`src/rtl/rtc_map_regs.vh`:
```
// address map, slave address and field constants of the clock/calendar register map
`ifndef RTC_MAP_REGS_VH
`define RTC_MAP_REGS_VH

// bus addressing
`define SLAVE_ADDR 7'h6f
`define RW_READ 1'b1

// address space
`define REG_FIRST 7'h00
`define REG_LAST 7'h1f
`define SRAM_FIRST 7'h20
`define SRAM_LAST 7'h5f
`define SRAM_WORDS 64
`define REG_WORDS 32

// register offsets
`define OFS_TIME_SECONDS 5'h00
`define OFS_TIME_MINUTES 5'h01
`define OFS_TIME_HOURS 5'h02
`define OFS_TIME_WEEKDAY_STATUS 5'h03
`define OFS_TIME_DATE 5'h04
`define OFS_TIME_MONTH 5'h05
`define OFS_TIME_YEAR 5'h06
`define OFS_OUTPUT_AND_OSC_CONTROL 5'h07
`define OFS_OSCILLATOR_TRIM 5'h08
`define OFS_RESERVED_GAP_A 5'h09
`define OFS_ALARM0_SECONDS 5'h0a
`define OFS_ALARM0_MINUTES 5'h0b
`define OFS_ALARM0_HOURS 5'h0c
`define OFS_ALARM0_WEEKDAY_MASK 5'h0d
`define OFS_ALARM0_DATE 5'h0e
`define OFS_ALARM0_MONTH 5'h0f
`define OFS_RESERVED_GAP_B 5'h10
`define OFS_ALARM1_SECONDS 5'h11
`define OFS_ALARM1_MINUTES 5'h12
`define OFS_ALARM1_HOURS 5'h13
`define OFS_ALARM1_WEEKDAY_MASK 5'h14
`define OFS_ALARM1_DATE 5'h15
`define OFS_ALARM1_MONTH 5'h16
`define OFS_RESERVED_GAP_C 5'h17
`define OFS_POWER_DOWN_MINUTES 5'h18
`define OFS_POWER_DOWN_HOURS 5'h19
`define OFS_POWER_DOWN_DATE 5'h1a
`define OFS_POWER_DOWN_WEEKDAY_MONTH 5'h1b
`define OFS_POWER_UP_MINUTES 5'h1c
`define OFS_POWER_UP_HOURS 5'h1d
`define OFS_POWER_UP_DATE 5'h1e

// field positions
`define BIT_OSCILLATOR_START 7
`define BIT_HOUR_FORMAT 6
`define BIT_OSC_RUNNING 5
`define BIT_ALARM_OUTPUT_POLARITY 7
`define BIT_EXTERNAL_CLOCK_SELECT 3

// reset values
`define RST_REG 8'h00

`endif

```
`src/rtl/pin_sync.v`:
```
// three-stage synchroniser with agreement filter for asynchronous pin inputs
`timescale 1ns/1ps
`default_nettype none
module pin_sync (
  input wire ref_clk, // system clock
  input wire sys_rst, // synchronous reset, active high
  input wire [3:0] pin_in, // raw asynchronous levels
  input wire [3:0] rst_val, // level shown after reset, must be a constant at the instance
  output reg [3:0] pin_out // filtered levels
);
  reg [3:0] stg1_r;
  reg [3:0] stg2_r;
  reg [3:0] stg3_r;

  // stage one feeds stage two only; the filter looks at stages two and three
  always @(posedge ref_clk)
  begin
    if (sys_rst)
    begin
      stg1_r <= rst_val;
      stg2_r <= rst_val;
      stg3_r <= rst_val;
      pin_out <= rst_val;
    end
    else
    begin
      stg1_r <= pin_in;
      stg2_r <= stg1_r;
      stg3_r <= stg2_r;
      pin_out <= (stg2_r & stg3_r) | (pin_out & (stg2_r ^ stg3_r));
    end
  end
endmodule
`default_nettype wire

```
`src/rtl/rtc_map.v`:
```
// two-wire slave with clock/calendar register file and general-purpose memory
//
// Overview of operation
// registers and memory share one slave address
// out-of-range address gets no acknowledge
// register block decoded at 0x00-0x1f
// 64-byte memory decoded at 0x20-0x5f
// contents held while on backup supply
// alarm hour-format bit mirrors timekeeping hour
// second alarm polarity mirrors first alarm
// crystal runs only while start bit set
// crystal or external clock timebase selectable
// external clock path needs select bit
// last address bit: one read, zero write
// host never writes reserved locations; the bench does, and the map ignores those writes
// pointer advances after every data byte
`timescale 1ns/1ps
`default_nettype none
`include "rtc_map_regs.vh"
module rtc_map (
  input wire ref_clk, // 40 MHz system clock
  input wire sys_rst, // synchronous reset, active high
  input wire scl_i, // serial clock pin level
  input wire sda_i, // serial data pin level
  output wire sda_o, // serial data drive value, always low
  output reg sda_oe, // serial data pull-low enable
  input wire backup_mode, // running from backup supply, serial port off
  input wire osc_running, // timebase activity seen by the oscillator monitor
  output reg oscillator_start, // start bit of the seconds register
  output reg external_clock_select, // external clock select of the control register
  output reg crystal_osc_en, // enable for the crystal amplifier
  output reg ext_clk_path_en // enable for the external clock input path
);
  localparam ST_IDLE = 3'd0;
  localparam ST_ADDR = 3'd1;
  localparam ST_REG = 3'd2;
  localparam ST_WDATA = 3'd3;
  localparam ST_ACK = 3'd4;
  localparam ST_RDATA = 3'd5;
  localparam ST_RACK = 3'd6;

  reg [7:0] regs_r [0:`REG_WORDS-1];
  reg [7:0] sram_r [0:`SRAM_WORDS-1];

  reg [2:0] state_r;
  reg [2:0] after_r;
  reg [2:0] bit_cnt_r;
  reg [7:0] shift_r;
  reg [7:0] tx_r;
  reg [6:0] ptr_r;
  reg ack_r;
  reg ack_drv_r;
  reg master_ack_r;
  reg scl_q_r;
  reg sda_q_r;

  wire [3:0] sync_out;
  wire scl_s;
  wire sda_s;
  wire backup_s;
  wire osc_run_s;
  wire scl_rise;
  wire scl_fall;
  wire start_seen;
  wire stop_seen;
  wire [7:0] rx_byte;
  wire [6:0] sram_off = ptr_r - `SRAM_FIRST;
  integer i;

  pin_sync u_sync (
    .ref_clk(ref_clk),
    .sys_rst(sys_rst),
    .pin_in({osc_running, backup_mode, sda_i, scl_i}),
    .rst_val(4'h3),
    .pin_out(sync_out)
  );

  assign scl_s = sync_out[0];
  assign sda_s = sync_out[1];
  assign backup_s = sync_out[2];
  assign osc_run_s = sync_out[3];
  assign sda_o = 1'b0;

  assign scl_rise = scl_s & ~scl_q_r;
  assign scl_fall = ~scl_s & scl_q_r;
  assign start_seen = scl_s & scl_q_r & sda_q_r & ~sda_s;
  assign stop_seen = scl_s & scl_q_r & ~sda_q_r & sda_s;
  assign rx_byte = {shift_r[6:0], sda_s};

  // writable bits per register; reserved and unimplemented locations take nothing
  function [7:0] wmask;
    input [4:0] idx;
    begin
      case (idx)
        `OFS_TIME_SECONDS: wmask = 8'hff;
        `OFS_TIME_MINUTES: wmask = 8'h7f;
        `OFS_TIME_HOURS: wmask = 8'h7f;
        `OFS_TIME_WEEKDAY_STATUS: wmask = 8'h1f;
        `OFS_TIME_DATE: wmask = 8'h3f;
        `OFS_TIME_MONTH: wmask = 8'h3f;
        `OFS_TIME_YEAR: wmask = 8'hff;
        `OFS_OUTPUT_AND_OSC_CONTROL: wmask = 8'hff;
        `OFS_OSCILLATOR_TRIM: wmask = 8'hff;
        `OFS_ALARM0_SECONDS: wmask = 8'h7f;
        `OFS_ALARM0_MINUTES: wmask = 8'h7f;
        `OFS_ALARM0_HOURS: wmask = 8'h3f;
        `OFS_ALARM0_WEEKDAY_MASK: wmask = 8'hff;
        `OFS_ALARM0_DATE: wmask = 8'h3f;
        `OFS_ALARM0_MONTH: wmask = 8'h1f;
        `OFS_ALARM1_SECONDS: wmask = 8'h7f;
        `OFS_ALARM1_MINUTES: wmask = 8'h7f;
        `OFS_ALARM1_HOURS: wmask = 8'h3f;
        `OFS_ALARM1_WEEKDAY_MASK: wmask = 8'h7f;
        `OFS_ALARM1_DATE: wmask = 8'h3f;
        `OFS_ALARM1_MONTH: wmask = 8'h1f;
        `OFS_POWER_DOWN_MINUTES: wmask = 8'h7f;
        `OFS_POWER_DOWN_HOURS: wmask = 8'h7f;
        `OFS_POWER_DOWN_DATE: wmask = 8'h3f;
        `OFS_POWER_DOWN_WEEKDAY_MONTH: wmask = 8'hff;
        `OFS_POWER_UP_MINUTES: wmask = 8'h7f;
        `OFS_POWER_UP_HOURS: wmask = 8'h7f;
        `OFS_POWER_UP_DATE: wmask = 8'h3f;
        default: wmask = 8'h00;
      endcase
    end
  endfunction

  // pointer wraps inside its own block so a burst never leaves the map
  function [6:0] next_ptr;
    input [6:0] p;
    begin
      if (p == `REG_LAST)
        next_ptr = `REG_FIRST;
      else if (p == `SRAM_LAST)
        next_ptr = `SRAM_FIRST;
      else
        next_ptr = p + 7'd1;
    end
  endfunction

  function in_range;
    input [7:0] a;
    begin
      in_range = (a <= {1'b0, `SRAM_LAST});
    end
  endfunction

  // read view with the mirrored and status bits folded in
  reg [7:0] rd_data;
  always @*
  begin
    rd_data = 8'h00;
    if (ptr_r <= `REG_LAST)
    begin
      rd_data = regs_r[ptr_r[4:0]] & wmask(ptr_r[4:0]);
      if (ptr_r[4:0] == `OFS_ALARM0_HOURS || ptr_r[4:0] == `OFS_ALARM1_HOURS)
        rd_data[`BIT_HOUR_FORMAT] = regs_r[`OFS_TIME_HOURS][`BIT_HOUR_FORMAT];
      else if (ptr_r[4:0] == `OFS_ALARM1_WEEKDAY_MASK)
        rd_data[`BIT_ALARM_OUTPUT_POLARITY] =
          regs_r[`OFS_ALARM0_WEEKDAY_MASK][`BIT_ALARM_OUTPUT_POLARITY];
      else if (ptr_r[4:0] == `OFS_TIME_WEEKDAY_STATUS)
        rd_data[`BIT_OSC_RUNNING] = osc_run_s;
    end
    else
    begin
      rd_data = sram_r[sram_off[5:0]];
    end
  end

  // edge history of the filtered pins
  always @(posedge ref_clk)
  begin
    if (sys_rst)
    begin
      scl_q_r <= 1'b1;
      sda_q_r <= 1'b1;
    end
    else
    begin
      scl_q_r <= scl_s;
      sda_q_r <= sda_s;
    end
  end

  // register file: cleared by sys_rst only, held across backup operation
  always @(posedge ref_clk)
  begin
    if (sys_rst)
    begin
      for (i = 0; i < `REG_WORDS; i = i + 1)
        regs_r[i] <= `RST_REG;
    end
    else if (!backup_s && state_r == ST_WDATA && scl_rise && bit_cnt_r == 3'd7
             && ptr_r <= `REG_LAST)
    begin
      regs_r[ptr_r[4:0]] <= (regs_r[ptr_r[4:0]] & ~wmask(ptr_r[4:0]))
                            | (rx_byte & wmask(ptr_r[4:0]));
    end
  end

  // memory carries no reset: battery keeps it, so power-up must not wipe it
  always @(posedge ref_clk)
  begin
    if (!sys_rst && !backup_s && state_r == ST_WDATA && scl_rise && bit_cnt_r == 3'd7
        && ptr_r >= `SRAM_FIRST)
      sram_r[sram_off[5:0]] <= rx_byte;
  end

  // serial protocol engine
  always @(posedge ref_clk)
  begin
    if (sys_rst || backup_s)
    begin
      state_r <= ST_IDLE;
      after_r <= ST_IDLE;
      bit_cnt_r <= 3'd0;
      shift_r <= 8'h00;
      tx_r <= 8'h00;
      ptr_r <= 7'h00;
      ack_r <= 1'b0;
      ack_drv_r <= 1'b0;
      master_ack_r <= 1'b0;
      sda_oe <= 1'b0;
    end
    else if (start_seen)
    begin
      state_r <= ST_ADDR;
      bit_cnt_r <= 3'd0;
      ack_drv_r <= 1'b0;
      sda_oe <= 1'b0;
    end
    else if (stop_seen)
    begin
      state_r <= ST_IDLE;
      ack_drv_r <= 1'b0;
      sda_oe <= 1'b0;
    end
    else
    begin
      case (state_r)
        ST_ADDR, ST_REG, ST_WDATA:
        begin
          if (scl_rise)
          begin
            shift_r <= rx_byte;
            bit_cnt_r <= bit_cnt_r + 3'd1;
            if (bit_cnt_r == 3'd7)
            begin
              state_r <= ST_ACK;
              ack_drv_r <= 1'b0;
              if (state_r == ST_ADDR)
              begin
                ack_r <= (rx_byte[7:1] == `SLAVE_ADDR);
                after_r <= (rx_byte[0] == `RW_READ) ? ST_RDATA : ST_REG;
              end
              else if (state_r == ST_REG)
              begin
                ack_r <= in_range(rx_byte);
                ptr_r <= in_range(rx_byte) ? rx_byte[6:0] : ptr_r;
                after_r <= ST_WDATA;
              end
              else
              begin
                ack_r <= 1'b1;
                ptr_r <= next_ptr(ptr_r);
                after_r <= ST_WDATA;
              end
            end
          end
        end
        ST_ACK:
        begin
          if (scl_fall && !ack_drv_r)
          begin
            sda_oe <= ack_r;
            ack_drv_r <= 1'b1;
          end
          else if (scl_fall)
          begin
            ack_drv_r <= 1'b0;
            bit_cnt_r <= 3'd0;
            if (!ack_r)
            begin
              sda_oe <= 1'b0;
              state_r <= ST_IDLE;
            end
            else if (after_r == ST_RDATA)
            begin
              tx_r <= rd_data;
              sda_oe <= ~rd_data[7];
              state_r <= ST_RDATA;
            end
            else
            begin
              sda_oe <= 1'b0;
              state_r <= after_r;
            end
          end
        end
        ST_RDATA:
        begin
          if (scl_fall)
          begin
            bit_cnt_r <= bit_cnt_r + 3'd1;
            if (bit_cnt_r == 3'd7)
            begin
              sda_oe <= 1'b0;
              state_r <= ST_RACK;
            end
            else
            begin
              tx_r <= {tx_r[6:0], 1'b0};
              sda_oe <= ~tx_r[6];
            end
          end
        end
        ST_RACK:
        begin
          if (scl_rise)
          begin
            master_ack_r <= ~sda_s;
            ptr_r <= next_ptr(ptr_r);
          end
          else if (scl_fall)
          begin
            bit_cnt_r <= 3'd0;
            if (master_ack_r)
            begin
              tx_r <= rd_data;
              sda_oe <= ~rd_data[7];
              state_r <= ST_RDATA;
            end
            else
            begin
              sda_oe <= 1'b0;
              state_r <= ST_IDLE;
            end
          end
        end
        default:
        begin
          sda_oe <= 1'b0;
          state_r <= ST_IDLE;
        end
      endcase
    end
  end

  // timebase source selection from the configuration bits
  always @(posedge ref_clk)
  begin
    if (sys_rst)
    begin
      oscillator_start <= 1'b0;
      external_clock_select <= 1'b0;
      crystal_osc_en <= 1'b0;
      ext_clk_path_en <= 1'b0;
    end
    else
    begin
      oscillator_start <= regs_r[`OFS_TIME_SECONDS][`BIT_OSCILLATOR_START];
      external_clock_select <= regs_r[`OFS_OUTPUT_AND_OSC_CONTROL][`BIT_EXTERNAL_CLOCK_SELECT];
      // external select wins so the amplifier never fights an applied clock
      crystal_osc_en <= regs_r[`OFS_TIME_SECONDS][`BIT_OSCILLATOR_START]
                        & ~regs_r[`OFS_OUTPUT_AND_OSC_CONTROL][`BIT_EXTERNAL_CLOCK_SELECT];
      ext_clk_path_en <= regs_r[`OFS_OUTPUT_AND_OSC_CONTROL][`BIT_EXTERNAL_CLOCK_SELECT];
    end
  end
endmodule
`default_nettype wire

```
`config.mk`:
```
export PLATFORM = sky130hd
export DESIGN_NAME = rtc_map
export DESIGN_NICKNAME = d
export VERILOG_FILES = /design/src/rtl/pin_sync.v /design/src/rtl/rtc_map.v
export VERILOG_INCLUDE_DIRS = /design/src /design/src/rtl
export SDC_FILE = /design/constraint.sdc
export NUM_CORES = 1
export LEC_CHECK = 0
export BUFFER_PORTS_ARGS = -buffer_cell sky130_fd_sc_hd__clkbuf_2
export CAP_MARGIN = 10
export CORE_ASPECT_RATIO = 0.8
export CORE_MARGIN = 4
export CORE_UTILIZATION = 52
export CTS_CLUSTER_DIAMETER = 40
export DETAILED_ROUTE_END_ITERATION = 7
export HOLD_SLACK_MARGIN = 0.08
export PLACE_DENSITY_LB_ADDON = 0.2
export SYNTH_ARGS = -nofsm -noshare
export SYNTH_HDL_FRONTEND = slang
export SYNTH_SLANG_ARGS = --single-unit
```
`constraint.sdc`:
```
create_clock -name ref_clk -period 8 [get_ports ref_clk]
set_input_delay 0.8 -clock ref_clk [delete_from_list [all_inputs] [get_ports ref_clk]]
set_output_delay 0.8 -clock ref_clk [all_outputs]
set_load 0.03 [all_outputs]
```
== Word-level counts from Yosys, hierarchy flattened ==
Memory sizes are Yosys's and may differ from the RTL's. A register that Yosys moved wholly into a read port is not among the register bits.
Index checks and enable logic that the tools add are counted.

* Reductions and logical operators: 33
* Eq/ne operators: 39
* Add/subtract/negate cells: 3
* Magnitude comparators: 3
* Muxes and demuxes: 88
* Bitwise gates (word level): 27

{| class="wikitable"
|+ Operators with widths
! kind !! count
|-
| 2-to-1 mux 7 bit || 17
|-
| 2-to-1 mux 8 bit || 7
|-
| 2-to-1 mux 3 bit || 18
|-
| 2-to-1 mux 5 bit || 9
|-
| != test 4 bit, second input constant || 8
|-
| 2-to-1 mux 1 bit || 31
|-
| != test 2 bit, second input constant || 14
|-
| AND 8 bit || 3
|-
| case mux 3 bit (4 select lines) || 2
|-
| AND reduction 8 bit || 3
|-
| case mux 7 bit (3 select lines) || 1
|-
| == test 3 bit, second input constant || 5
|-
| == test 7 bit, second input constant || 2
|-
| case mux 7 bit (2 select lines) || 1
|-
| AND reduction 12 bit || 1
|-
| AND reduction 4 bit || 3
|-
| == test 5 bit, second input constant || 2
|-
| logical AND 1 bit || 10
|-
| NOT 1 bit || 10
|-
| AND reduction 5 bit || 2
|-
| AND 1 bit || 8
|-
| AND 4 bit || 2
|-
| <= comparator 8 x 7 -> 1 bit, second input constant || 1
|-
| NOT 8 bit || 1
|-
| other kinds (25) || 32
|}

* Logic and storage cells: 218
* ROM bits: 768
* Register bits after elaboration: 55
* Memory bits (writable): 768
* Memories: 5

{| class="wikitable"
|+ Memory list
! memory !! words !! bits a word !! rd ports !! clocked after Yosys merged registers in !! wr ports !! RTL line !! source
|-
| sram_r || 64 || 8 || 1 || 0 || 1 || rtc_map.v:43 || <nowiki>reg [7:0] sram_r [0:`SRAM_WORDS-1];</nowiki>
|-
| (name not given) || 32 || 8 || 1 || 1 || 0 || rtc_map.v:94 || <nowiki>case (idx)</nowiki>
|-
| (name not given) || 32 || 8 || 1 || 1 || 0 || rtc_map.v:94 ||
|-
| (name not given) || 32 || 8 || 1 || 1 || 0 || rtc_map.v:94 ||
|-
| regs_r || 32 || 8 || 5 || 1 || 32 || rtc_map.v:42 || <nowiki>reg [7:0] regs_r [0:`REG_WORDS-1];</nowiki>
|}

== Longest topological paths before layout ==
Gate-level depths: netlist of run 1.

* Depth in word-level cells: 13
* Depth in mapped cells: 15
* Mapped depth without buffers: 11

== By module ==
A second synthesis of run 1 with hierarchy kept.

* Cells, all modules: 2393
* Area, all modules: 34862.2 um^2

{| class="wikitable"
|+ By module, submodules not included
! module !! area each (um^2) !! sequential area each (um^2) !! cells each !! times used
|-
| rtc_map || 34287.9 || 24023.0 || 2331 || 1
|-
| pin_sync || 574.3 || 320.3 || 62 || 1
|}

== Worst setup path before layout of run 1 ==
Ideal clock, no wire load.

* Path type: reg-to-reg
* Start: register shift_r[4]
* End: register with a tool-made name
* Stages on the path, launching flop included: 11
* Buffers on the path: 1
* Clock period less this slack: 3.240 ns
* Slack: 4.760 ns
* Arrival: 3.101 ns
* Setup time: 0.139 ns
* Path through: dfxtp_1 a21oi_1 o211ai_4 a21o_4 buf_6 mux2i_1 inv_1 ha_1 nor2b_1 a31oi_1 o22ai_1

{| class="wikitable"
|+ RTL lines
! item !! RTL line !! source
|-
| start, declared || rtc_map.v:48 || <nowiki>reg [7:0] shift_r;</nowiki>
|-
| start signal, assigned || rtc_map.v:245 || <nowiki>shift_r <= rx_byte;</nowiki>
|}

== Final worst setup path of run 1 ==
* Start: register ptr_r[1]
* End: register tx_r[6]

* Longest elaborated chain between the ends: 9
* Elaborated cells on any way between the ends: 16
* Those cells by class: 1 x add/sub; 1 x order compare; 2 x eq/ne; 10 x mux; 1 x reduce/logical; 1 x memory

{| class="wikitable"
|+ Ends and longest elaborated chain
! item !! RTL line !! source
|-
| start, declared || rtc_map.v:50 || <nowiki>reg [6:0] ptr_r;</nowiki>
|-
| start signal, assigned || rtc_map.v:259 || <nowiki>ptr_r <= in_range(rx_byte) ? rx_byte[6:0] : ptr_r;</nowiki>
|-
| start signal, assigned || rtc_map.v:265 || <nowiki>ptr_r <= next_ptr(ptr_r);</nowiki>
|-
| start signal, assigned || rtc_map.v:322 || <nowiki>ptr_r <= next_ptr(ptr_r);</nowiki>
|-
| branches (longest 3 deep; another with memory read (64 x 8 bit)) || -- ||
|-
| 2-to-1 mux 8 bit * || rtc_map.v:153 || <nowiki>if (ptr_r <= `REG_LAST)</nowiki>
|-
| 2-to-1 mux 7 bit || rtc_map.v:287 || <nowiki>else if (after_r == ST_RDATA)</nowiki>
|-
| 2-to-1 mux 7 bit || rtc_map.v:282 || <nowiki>if (!ack_r)</nowiki>
|-
| 2-to-1 mux 7 bit || rtc_map.v:278 || <nowiki>else if (scl_fall)</nowiki>
|-
| 2-to-1 mux 7 bit || rtc_map.v:273 || <nowiki>if (scl_fall && !ack_drv_r)</nowiki>
|-
| case mux 7 bit (3 select lines) * || rtc_map.v:240 || <nowiki>case (state_r)</nowiki>
|-
| end signal, assigned || rtc_map.v:289 || <nowiki>tx_r <= rd_data;</nowiki>
|-
| end signal, assigned || rtc_map.v:312 || <nowiki>tx_r <= {tx_r[6:0], 1'b0};</nowiki>
|-
| end signal, assigned || rtc_map.v:329 || <nowiki>tx_r <= rd_data;</nowiki>
|-
| end, declared || rtc_map.v:49 || <nowiki>reg [7:0] tx_r;</nowiki>
|}

Every way passes the cells marked *. The select of a mux whose other input is x is not followed.
A chain may end at the register's enable or synchronous reset.

==> impl_metrics.py, run 1 <==
metrics = {
    "outcome": {
        "outcome": "complete, no violations",
    },
    "die": {
        "row_count": 84,
        "die_w_um": 297.6,
        "die_y_um": 239.7,
        "coreArea_mm2": 0.06611,
        "initial_utilization_pct": 52.78,
        "io_pins": 12,
        "dieArea_mm2": 0.07134,
    },
    "yosys": {
        "avgSynthCellArea_um2": 14.72,
        "synth_flop_cell": "edfxtp_1",
        "yosys_register_bits": 832,
        "yosys_warnings": 0,
        "yosys-top-cells-area": "edfxtp_1, mux4_2, nor2_1",
        "async_flop_share_pct": 0,
        "synth.cell_area_mm2": 0.03489,
        "synth_cells": 2370,
        "synth_top_area_share_pct": 66.09,
        "synth_fp_nets": 2391,
        "yosysSeqAreaShare_pct": 69.76,
        "synth.distinct_cells": 90,
        "synth_edf_count": 768,
        "yosys.area.top_type": "edfxtp_1",
    },
    "cts": {
        "ctsHtreeMaxLevel": 3,
        "clk_pin_slew_ps": 60,
        "cts-root-buf": "clkbuf_16",
        "clkSinkCount": 832,
        "insertion_delay_ps": 660,
        "post_cts_buffers": 0,
        "postCtsHoldBufs": 0,
        "cts_buffers": 97,
        "clk_path_buf_depth": 3,
        "post_cts_resized": 0,
        "cts_tree": "built",
    },
    "cells_and_area": {
        "area.sequential_mm2": 0.02437,
        "nets": 2398,
        "design_area_mm2": 0.03903,
        "multi_input_area_mm2": 0.009829,
        "drive_above_1_share_pct": 16.55,
        "fill_cells": 4959,
        "syn2layout_area_growth_pct": 11.85,
    },
    "global_routing": {
        "grtUsageTotal_pct": 28.20,
        "grt_pass1_vias": 21020,
        "grt_start_max_net_pins": 70,
        "grt-ovfl-total": 0,
        "grt_antenna_before_repair": 2,
        "grt_pass1_wl_mm": 146.9,
    },
    "power_and_ir_drop": {
        "ir_drop_uv": 179.4,
        "power_leakage_nw": 12.12,
        "power.density_mw_per_mm2": 241.5,
    },
    "worst_hold_path": {
        "hp-class": "input port to flop",
    },
    "timing": {
        "period_minus_slack_ps": 4126,
        "fin_crit_sh_pct": 51.57,
        "relSlewSlack_pct": 23.09,
        "fmax_mhz": 242.4,
        "setup_viol": 0,
        "drv_slew": 0,
        "rsz0062_at_grt": "no",
        "setup_tns_ps": 0,
        "worst_slew_pin_slew_ps": 1139,
        "final-hold-violation-count": 0,
        "skew_ps": 25.10,
    },
    "route": {
        "avgViaCountPerCell": 6.713,
        "wl_per_cell_um": 30.61,
        "routed_wl_mm": 101.4,
        "vias": 22250,
        "drc": 0,
        "drtPass1Iterations": 6,
        "drtIter0Drc": 3735,
        "ant_nets": 0,
    },
    "placement": {
        "dp_hpwl_mm": 63.33,
        "place.gp.congestion": 0.9533,
        "numPortBuffers": 10,
        "post_dp_cell_area_mm2": 0.03575,
    },
    "worst_setup_path": {
        "critPathMaxFanout": 41,
        "worst_setup_path_start_kind": "flop",
        "worstPathRequired_ps": 8540,
        "cp-end-kind": "flop",
        "crit_type": "flop to flop",
        "crit_arrival_ps": 4660,
    },
    "flow_run": {
        "maxCapViolations": 0,
    },
}
[cells in the mapped netlist (8+ instances only)]
master and instances:
o2bb2ai_1 10, nand2b_1 43, dfxtp_1 64, nand4_1 8, a31oi_1 17, nor2_1 409, a22o_1 14, edfxtp_1 768
a221oi_1 40, a22oi_1 42, inv_1 9, nor2b_1 22, o22ai_1 9, nand2_1 144, mux4_2 81, buf_4 18
o211ai_1 9, buf_2 65, and2_1 14, nor3_1 11, a21oi_1 70, o21ai_1 8, or2_2 11, nand3_1 28
mux2_1 10, clkbuf_1 58, a211oi_1 19, o21ai_0 44, ha_1 15, a221o_1 23, mux2_2 52, mux2i_1 88
[cells by family after synthesis]
logic type               synth area share [%]
AO/OA/AOI/OAI                           8.236
multiplexers                            9.839
buffers and inverters                   2.277
adder cells (fa/ha/maj)                0.5378
flip-flops                              69.76
other                                 0.01075
AND/OR/NAND/NOR                         9.287
XOR/XNOR                              0.05021
[power by group]
part	internal (mW)	switching, mW
clock	2.65	1.84
combinational	0.0426	0.0843
sequential	4.77	0.0346
total	7.47	1.96
[state kept, by name, summed over array words and instances (netlist names), named ones only]
| signal | flops |
|---|---|
| sram_r | 512 |
| regs_r | 256 |
| ptr_r | 7 |
| shift_r | 7 |
| tx_r | 7 |
| u_sync.pin_out | 4 |
| u_sync.stg1_r | 4 |
| u_sync.stg2_r | 4 |
| u_sync.stg3_r | 4 |
| after_r | 3 |
| bit_cnt_r | 3 |
| state_r | 3 |
| ack_drv_r | 1 |
| ack_r | 1 |
| crystal_osc_en | 1 |
| ext_clk_path_en | 1 |
| master_ack_r | 1 |
| oscillator_start | 1 |
| scl_q_r | 1 |
| sda_oe | 1 |
| sda_q_r | 1 |
[final timing paths]
path,slack (ps),cells past startpoint,start,endpoint
worst max-delay path,3870,7,ptr_r[1],tx_r[6]
worst min-delay path,330,2,scl_i,u_sync.stg1_r[0]
worst max register to register,3870,7,ptr_r[1],tx_r[6]
worst min register to register,420,1,u_sync.stg1_r[0],u_sync.stg2_r[0]
[through the flow]
| step | util (%) | hold slack [ps] | instances | worst slack, ps | total power, mW |
|---|---|---|---|---|---|
| floorplan | - | 389.5 | 2370 | 4760 | 4.961 |
| global placement | 54.08 | 403.0 | 3138 | 3704 | 5.014 |
| detailed placement | 54.08 | 408.3 | 3138 | 3592 | 5.019 |
| CTS | 59.03 | 301.4 | 3313 | 4040 | 9.442 |
| global route | 59.03 | 317.5 | 3313 | 3760 | 9.663 |
| finish | 59.04 | 334.4 | 3314 | 3874 | 9.424 |
[critical path, cell delays in order, from the launching register on]
cell,delay [ps]
dfxtp_4,760
buf_4,530
inv_2,310
o31ai_1,680
o22ai_1,250
a2111oi_0,860
a211oi_1,190
o41ai_1,390
[final cells by class]
| type | instances | area share (%) |
|---|---|---|
| Antenna cell | 1 | 0.006412 |
| Clock buffer | 109 | 6.441 |
| Clock inverter | 66 | 1.956 |
| Inverter | 12 | 0.1154 |
| Multi-Input combinational cell | 1374 | 25.19 |
| Sequential cell | 832 | 62.45 |
| Tap cell | 860 | 2.757 |
| Timing Repair Buffer | 60 | 1.090 |
[metal layers]
| metal | wire (um) | up-vias | share of wire (%) | track usage [%] |
|---|---|---|---|---|
| met4 | 2501 | 2 | 2.5 | 7.105 |
| li1 | - | 9170 | - | - |
| met1 | 41870 | 11090 | 41 | 43.83 |
| met3 | 15670 | 185 | 15 | 9.261 |
| met2 | 41400 | 1796 | 41 | 38.32 |
| met5 | 11 | - | 0.011 | 0 |
[cell usage in the layout, fill, tap and decap left out, drive strengths merged, types with 7 or more instances in the layout]
| cell | synthesis | final |
|---|---|---|
| a311oi | 7 | 7 |
| a221oi | 40 | 40 |
| mux2 | 64 | 64 |
| nor2b | 22 | 22 |
| a211o | 7 | 7 |
| o2bb2ai | 10 | 10 |
| dfxtp | 64 | 64 |
| a22oi | 42 | 42 |
| a21oi | 72 | 72 |
| or2 | 11 | 11 |
| a31oi | 17 | 17 |
| inv | 11 | 25 |
| a22o | 14 | 14 |
| and2 | 16 | 16 |
| nand3 | 29 | 29 |
| nand2b | 43 | 43 |
| bufinv | 0 | 11 |
| nand4 | 8 | 8 |
| o22ai | 9 | 9 |
| edfxtp | 768 | 768 |
| mux4 | 81 | 81 |
| a221o | 23 | 23 |
| nand2 | 144 | 144 |
| o211ai | 10 | 10 |
| mux2i | 88 | 88 |
| clkinv | 1 | 36 |
| buf | 94 | 50 |
| nor3 | 12 | 12 |
| o2111ai | 7 | 7 |
| clkbuf | 58 | 119 |
| o21ai | 52 | 52 |
| a211oi | 22 | 22 |
| nor2 | 409 | 409 |
| ha | 15 | 15 |
Power figures use the tool's default switching activity.
==> inputs of run 2 (changes only) <==
Clock period 8 ns to 3.3 ns, I/O delays scaled along.
==> run 2 against run 1 <==
Effect of this change:
- sequential power increased by 140%
- clock skew decreased by 1.3 ps
- critical path type unchanged
- core utilization increased by 2.5 points
- setup slack got worse by 3800 ps
- combinational power increased to 2.6 times the previous value
- register-to-register slack got worse by 3800 ps
- die area unchanged
- cell count increased by 5.3%
- largest power group unchanged
==> impl_metrics.py, run 2 (same netlist as run 1, synthesis figures left out) <==
metrics = {
    "cells_and_area": {
        "largest_register_ffs": 512,
        "nets": 2565,
        "syn2layout_area_growth_pct": 16.54,
        "final_common_cell": "edfxtp_1",
        "most-common-layout-cells": "edfxtp_1, nor2_1, buf_4",
        "final_core_util_pct": 61.51,
        "n_antenna_cell": 0,
        "design_area_mm2": 0.04067,
        "drive_above_1_share_pct": 21.83,
    },
    "global_routing": {
        "gr-max-usage-layer": "met1",
        "grt_start_max_net_pins": 74,
        "met3_usage_pct": 10.81,
        "met2_usage_pct": 38.36,
        "grt_pass1_wl_mm": 144.8,
        "grt-ovfl-total": 0,
        "grt_pass1_vias": 21730,
        "grtUsageTotal_pct": 27.55,
        "met1_usage_pct": 40.70,
        "grt_antenna_before_repair": 0,
    },
    "worst_setup_path": {
        "crit_type": "flop to flop",
        "worstPathCellList": "buf_4 > and2_1 > buf_4 > a221o_1 > o21ai_0 > a41oi_1 > o22ai_1 > and3_1 > o41ai_1",
        "cp-end-kind": "flop",
        "worst_setup_path_start_kind": "flop",
        "cp_num_buf_inv": 2,
        "critPathMaxFanout": 36,
        "critPathMaxStageDelay_ps": 530,
        "crit_arrival_ps": 3760,
        "worst_path_most_repeated_cell": "buf_4",
        "worstPathRequired_ps": 3830,
        "path_delay_family": "compound AO/OA/AOI/OAI gates",
        "cpMaxStageDelayCell": "a41oi_1",
    },
    "timing": {
        "period_minus_slack_ps": 3232,
        "final-hold-violation-count": 0,
        "fin_crit_sh_pct": 97.95,
        "setup_viol": 0,
        "relSlewSlack_pct": 35.46,
        "worst_slew_pin_slew_ps": 968.2,
        "skew_ps": 23.75,
        "setup_tns_ps": 0,
        "rsz0062_at_grt": "no",
        "hold_ws_ps": 241.4,
        "drv_slew": 0,
        "worst_slack_ps": 67.58,
        "fmax_mhz": 309.4,
    },
    "power_and_ir_drop": {
        "ir_drop_uv": 389.1,
        "swShare_pct": 20.65,
        "power_frac_seq_pct": 49.8,
        "power_leakage_nw": 13.10,
        "internal-power_mw": 18.51,
        "pwr-share-comb_pct": 1.4,
        "clockPowerShare_pct": 48.8,
        "switchingPower_mw": 4.817,
        "power.density_mw_per_mm2": 573.6,
    },
    "cts": {
        "insertion_delay_ps": 650,
        "cts_tree": "built",
        "ctsHtreeMaxLevel": 3,
        "clkSinkCount": 832,
        "clk_path_buf_depth": 3,
        "cts-root-buf": "clkbuf_16",
        "clk_pin_slew_ps": 60,
        "cts_buffers": 99,
    },
    "route": {
        "ant_nets": 0,
        "routed_wl_mm": 98.84,
        "drtPass1Iterations": 6,
        "avgViaCountPerCell": 6.433,
        "drc": 0,
        "wl_per_cell_um": 28.32,
        "drtIter0Drc": 3083,
        "vias": 22450,
    },
    "placement": {
        "pre_cts_ws_ps": 224.9,
        "numPortBuffers": 10,
        "place.gp.congestion": 0.9475,
        "dp_hpwl_mm": 63.73,
        "post_dp_cell_area_mm2": 0.03715,
    },
    "flow_run": {
        "maxCapViolations": 0,
    },
    "die": {
        "die_y_um": 239.7,
        "dieArea_mm2": 0.07134,
        "die_w_um": 297.6,
        "coreArea_mm2": 0.06611,
        "row_count": 84,
        "initial_utilization_pct": 52.78,
        "io_pins": 12,
    },
    "outcome": {
        "outcome": "complete, no violations",
    },
    "worst_hold_path": {
        "hp-class": "input port to flop",
    },
}
==> run 2: final cells by class <==
class | instances | area, um2
fill | 4826 | 25440
multi-input combinational | 1374 | 9826
inverter | 12 | 45.04
sequential | 832 | 24370
timing repair buffer | 225 | 1874
clock inverter | 71 | 847.1
clock buffer | 116 | 2625
tap | 860 | 1076
==> run 2: path summary, 6_finish.rpt <==
kind / from / end / slack, ps / depth (start not counted)
worst min register to register: u_sync.stg1_r[0] / u_sync.stg2_r[0] / 400 / 1
worst min-delay path: sys_rst / tx_r[0] / 240 / 5
worst max-delay path: ptr_r[1] / tx_r[6] / 70 / 9
worst max register to register: ptr_r[1] / tx_r[6] / 70 / 9
==> run 2: worst min-delay path, delay by kind of cell <==
family	cells	cell delay, ps
compound gates	2	130
buf+inv	2	310
simple gates	1	70
==> run 2: through the flow <==
step | std cells | power [mW]
global placement | 3299 | 12.15
detailed placement | 3299 | 12.16
CTS | 3490 | 23.43
floorplan | 2370 | 12.03
global route | 3490 | 23.97
finish | 3490 | 23.33
==> run 2: per-layer routing <==
metal | part of all wire, % | up-vias
met3 | 14 | 161
met5 | 0.070 | -
met1 | 42 | 11360
met4 | 2.2 | 2
met2 | 42 | 1407
li1 | - | 9519
==> run 2: power groups by stage <==
| stage | registers (mW) | clock network (mW) | logic, mW |
|---|---|---|---|
| finish | 11.6 | 11.4 | 0.324 |
| global route | 11.6 | 12.0 | 0.344 |
| CTS | 11.6 | 11.5 | 0.320 |
| detailed placement | 11.8 | 0 | 0.315 |
| global placement | 11.8 | 0 | 0.310 |
| floorplan | 11.8 | 0 | 0.202 |
==> run 2: what timing repair did <==
| action | in CTS | in global routing |
|---|---|---|
| hold buffers | 4 | 0 |
| setup buffers | 0 | 0 |
| resized for setup | 0 | 1 |
| endpoints found under the hold margin | 4 | 0 |
| endpoints found under the setup margin | 0 | 1 |
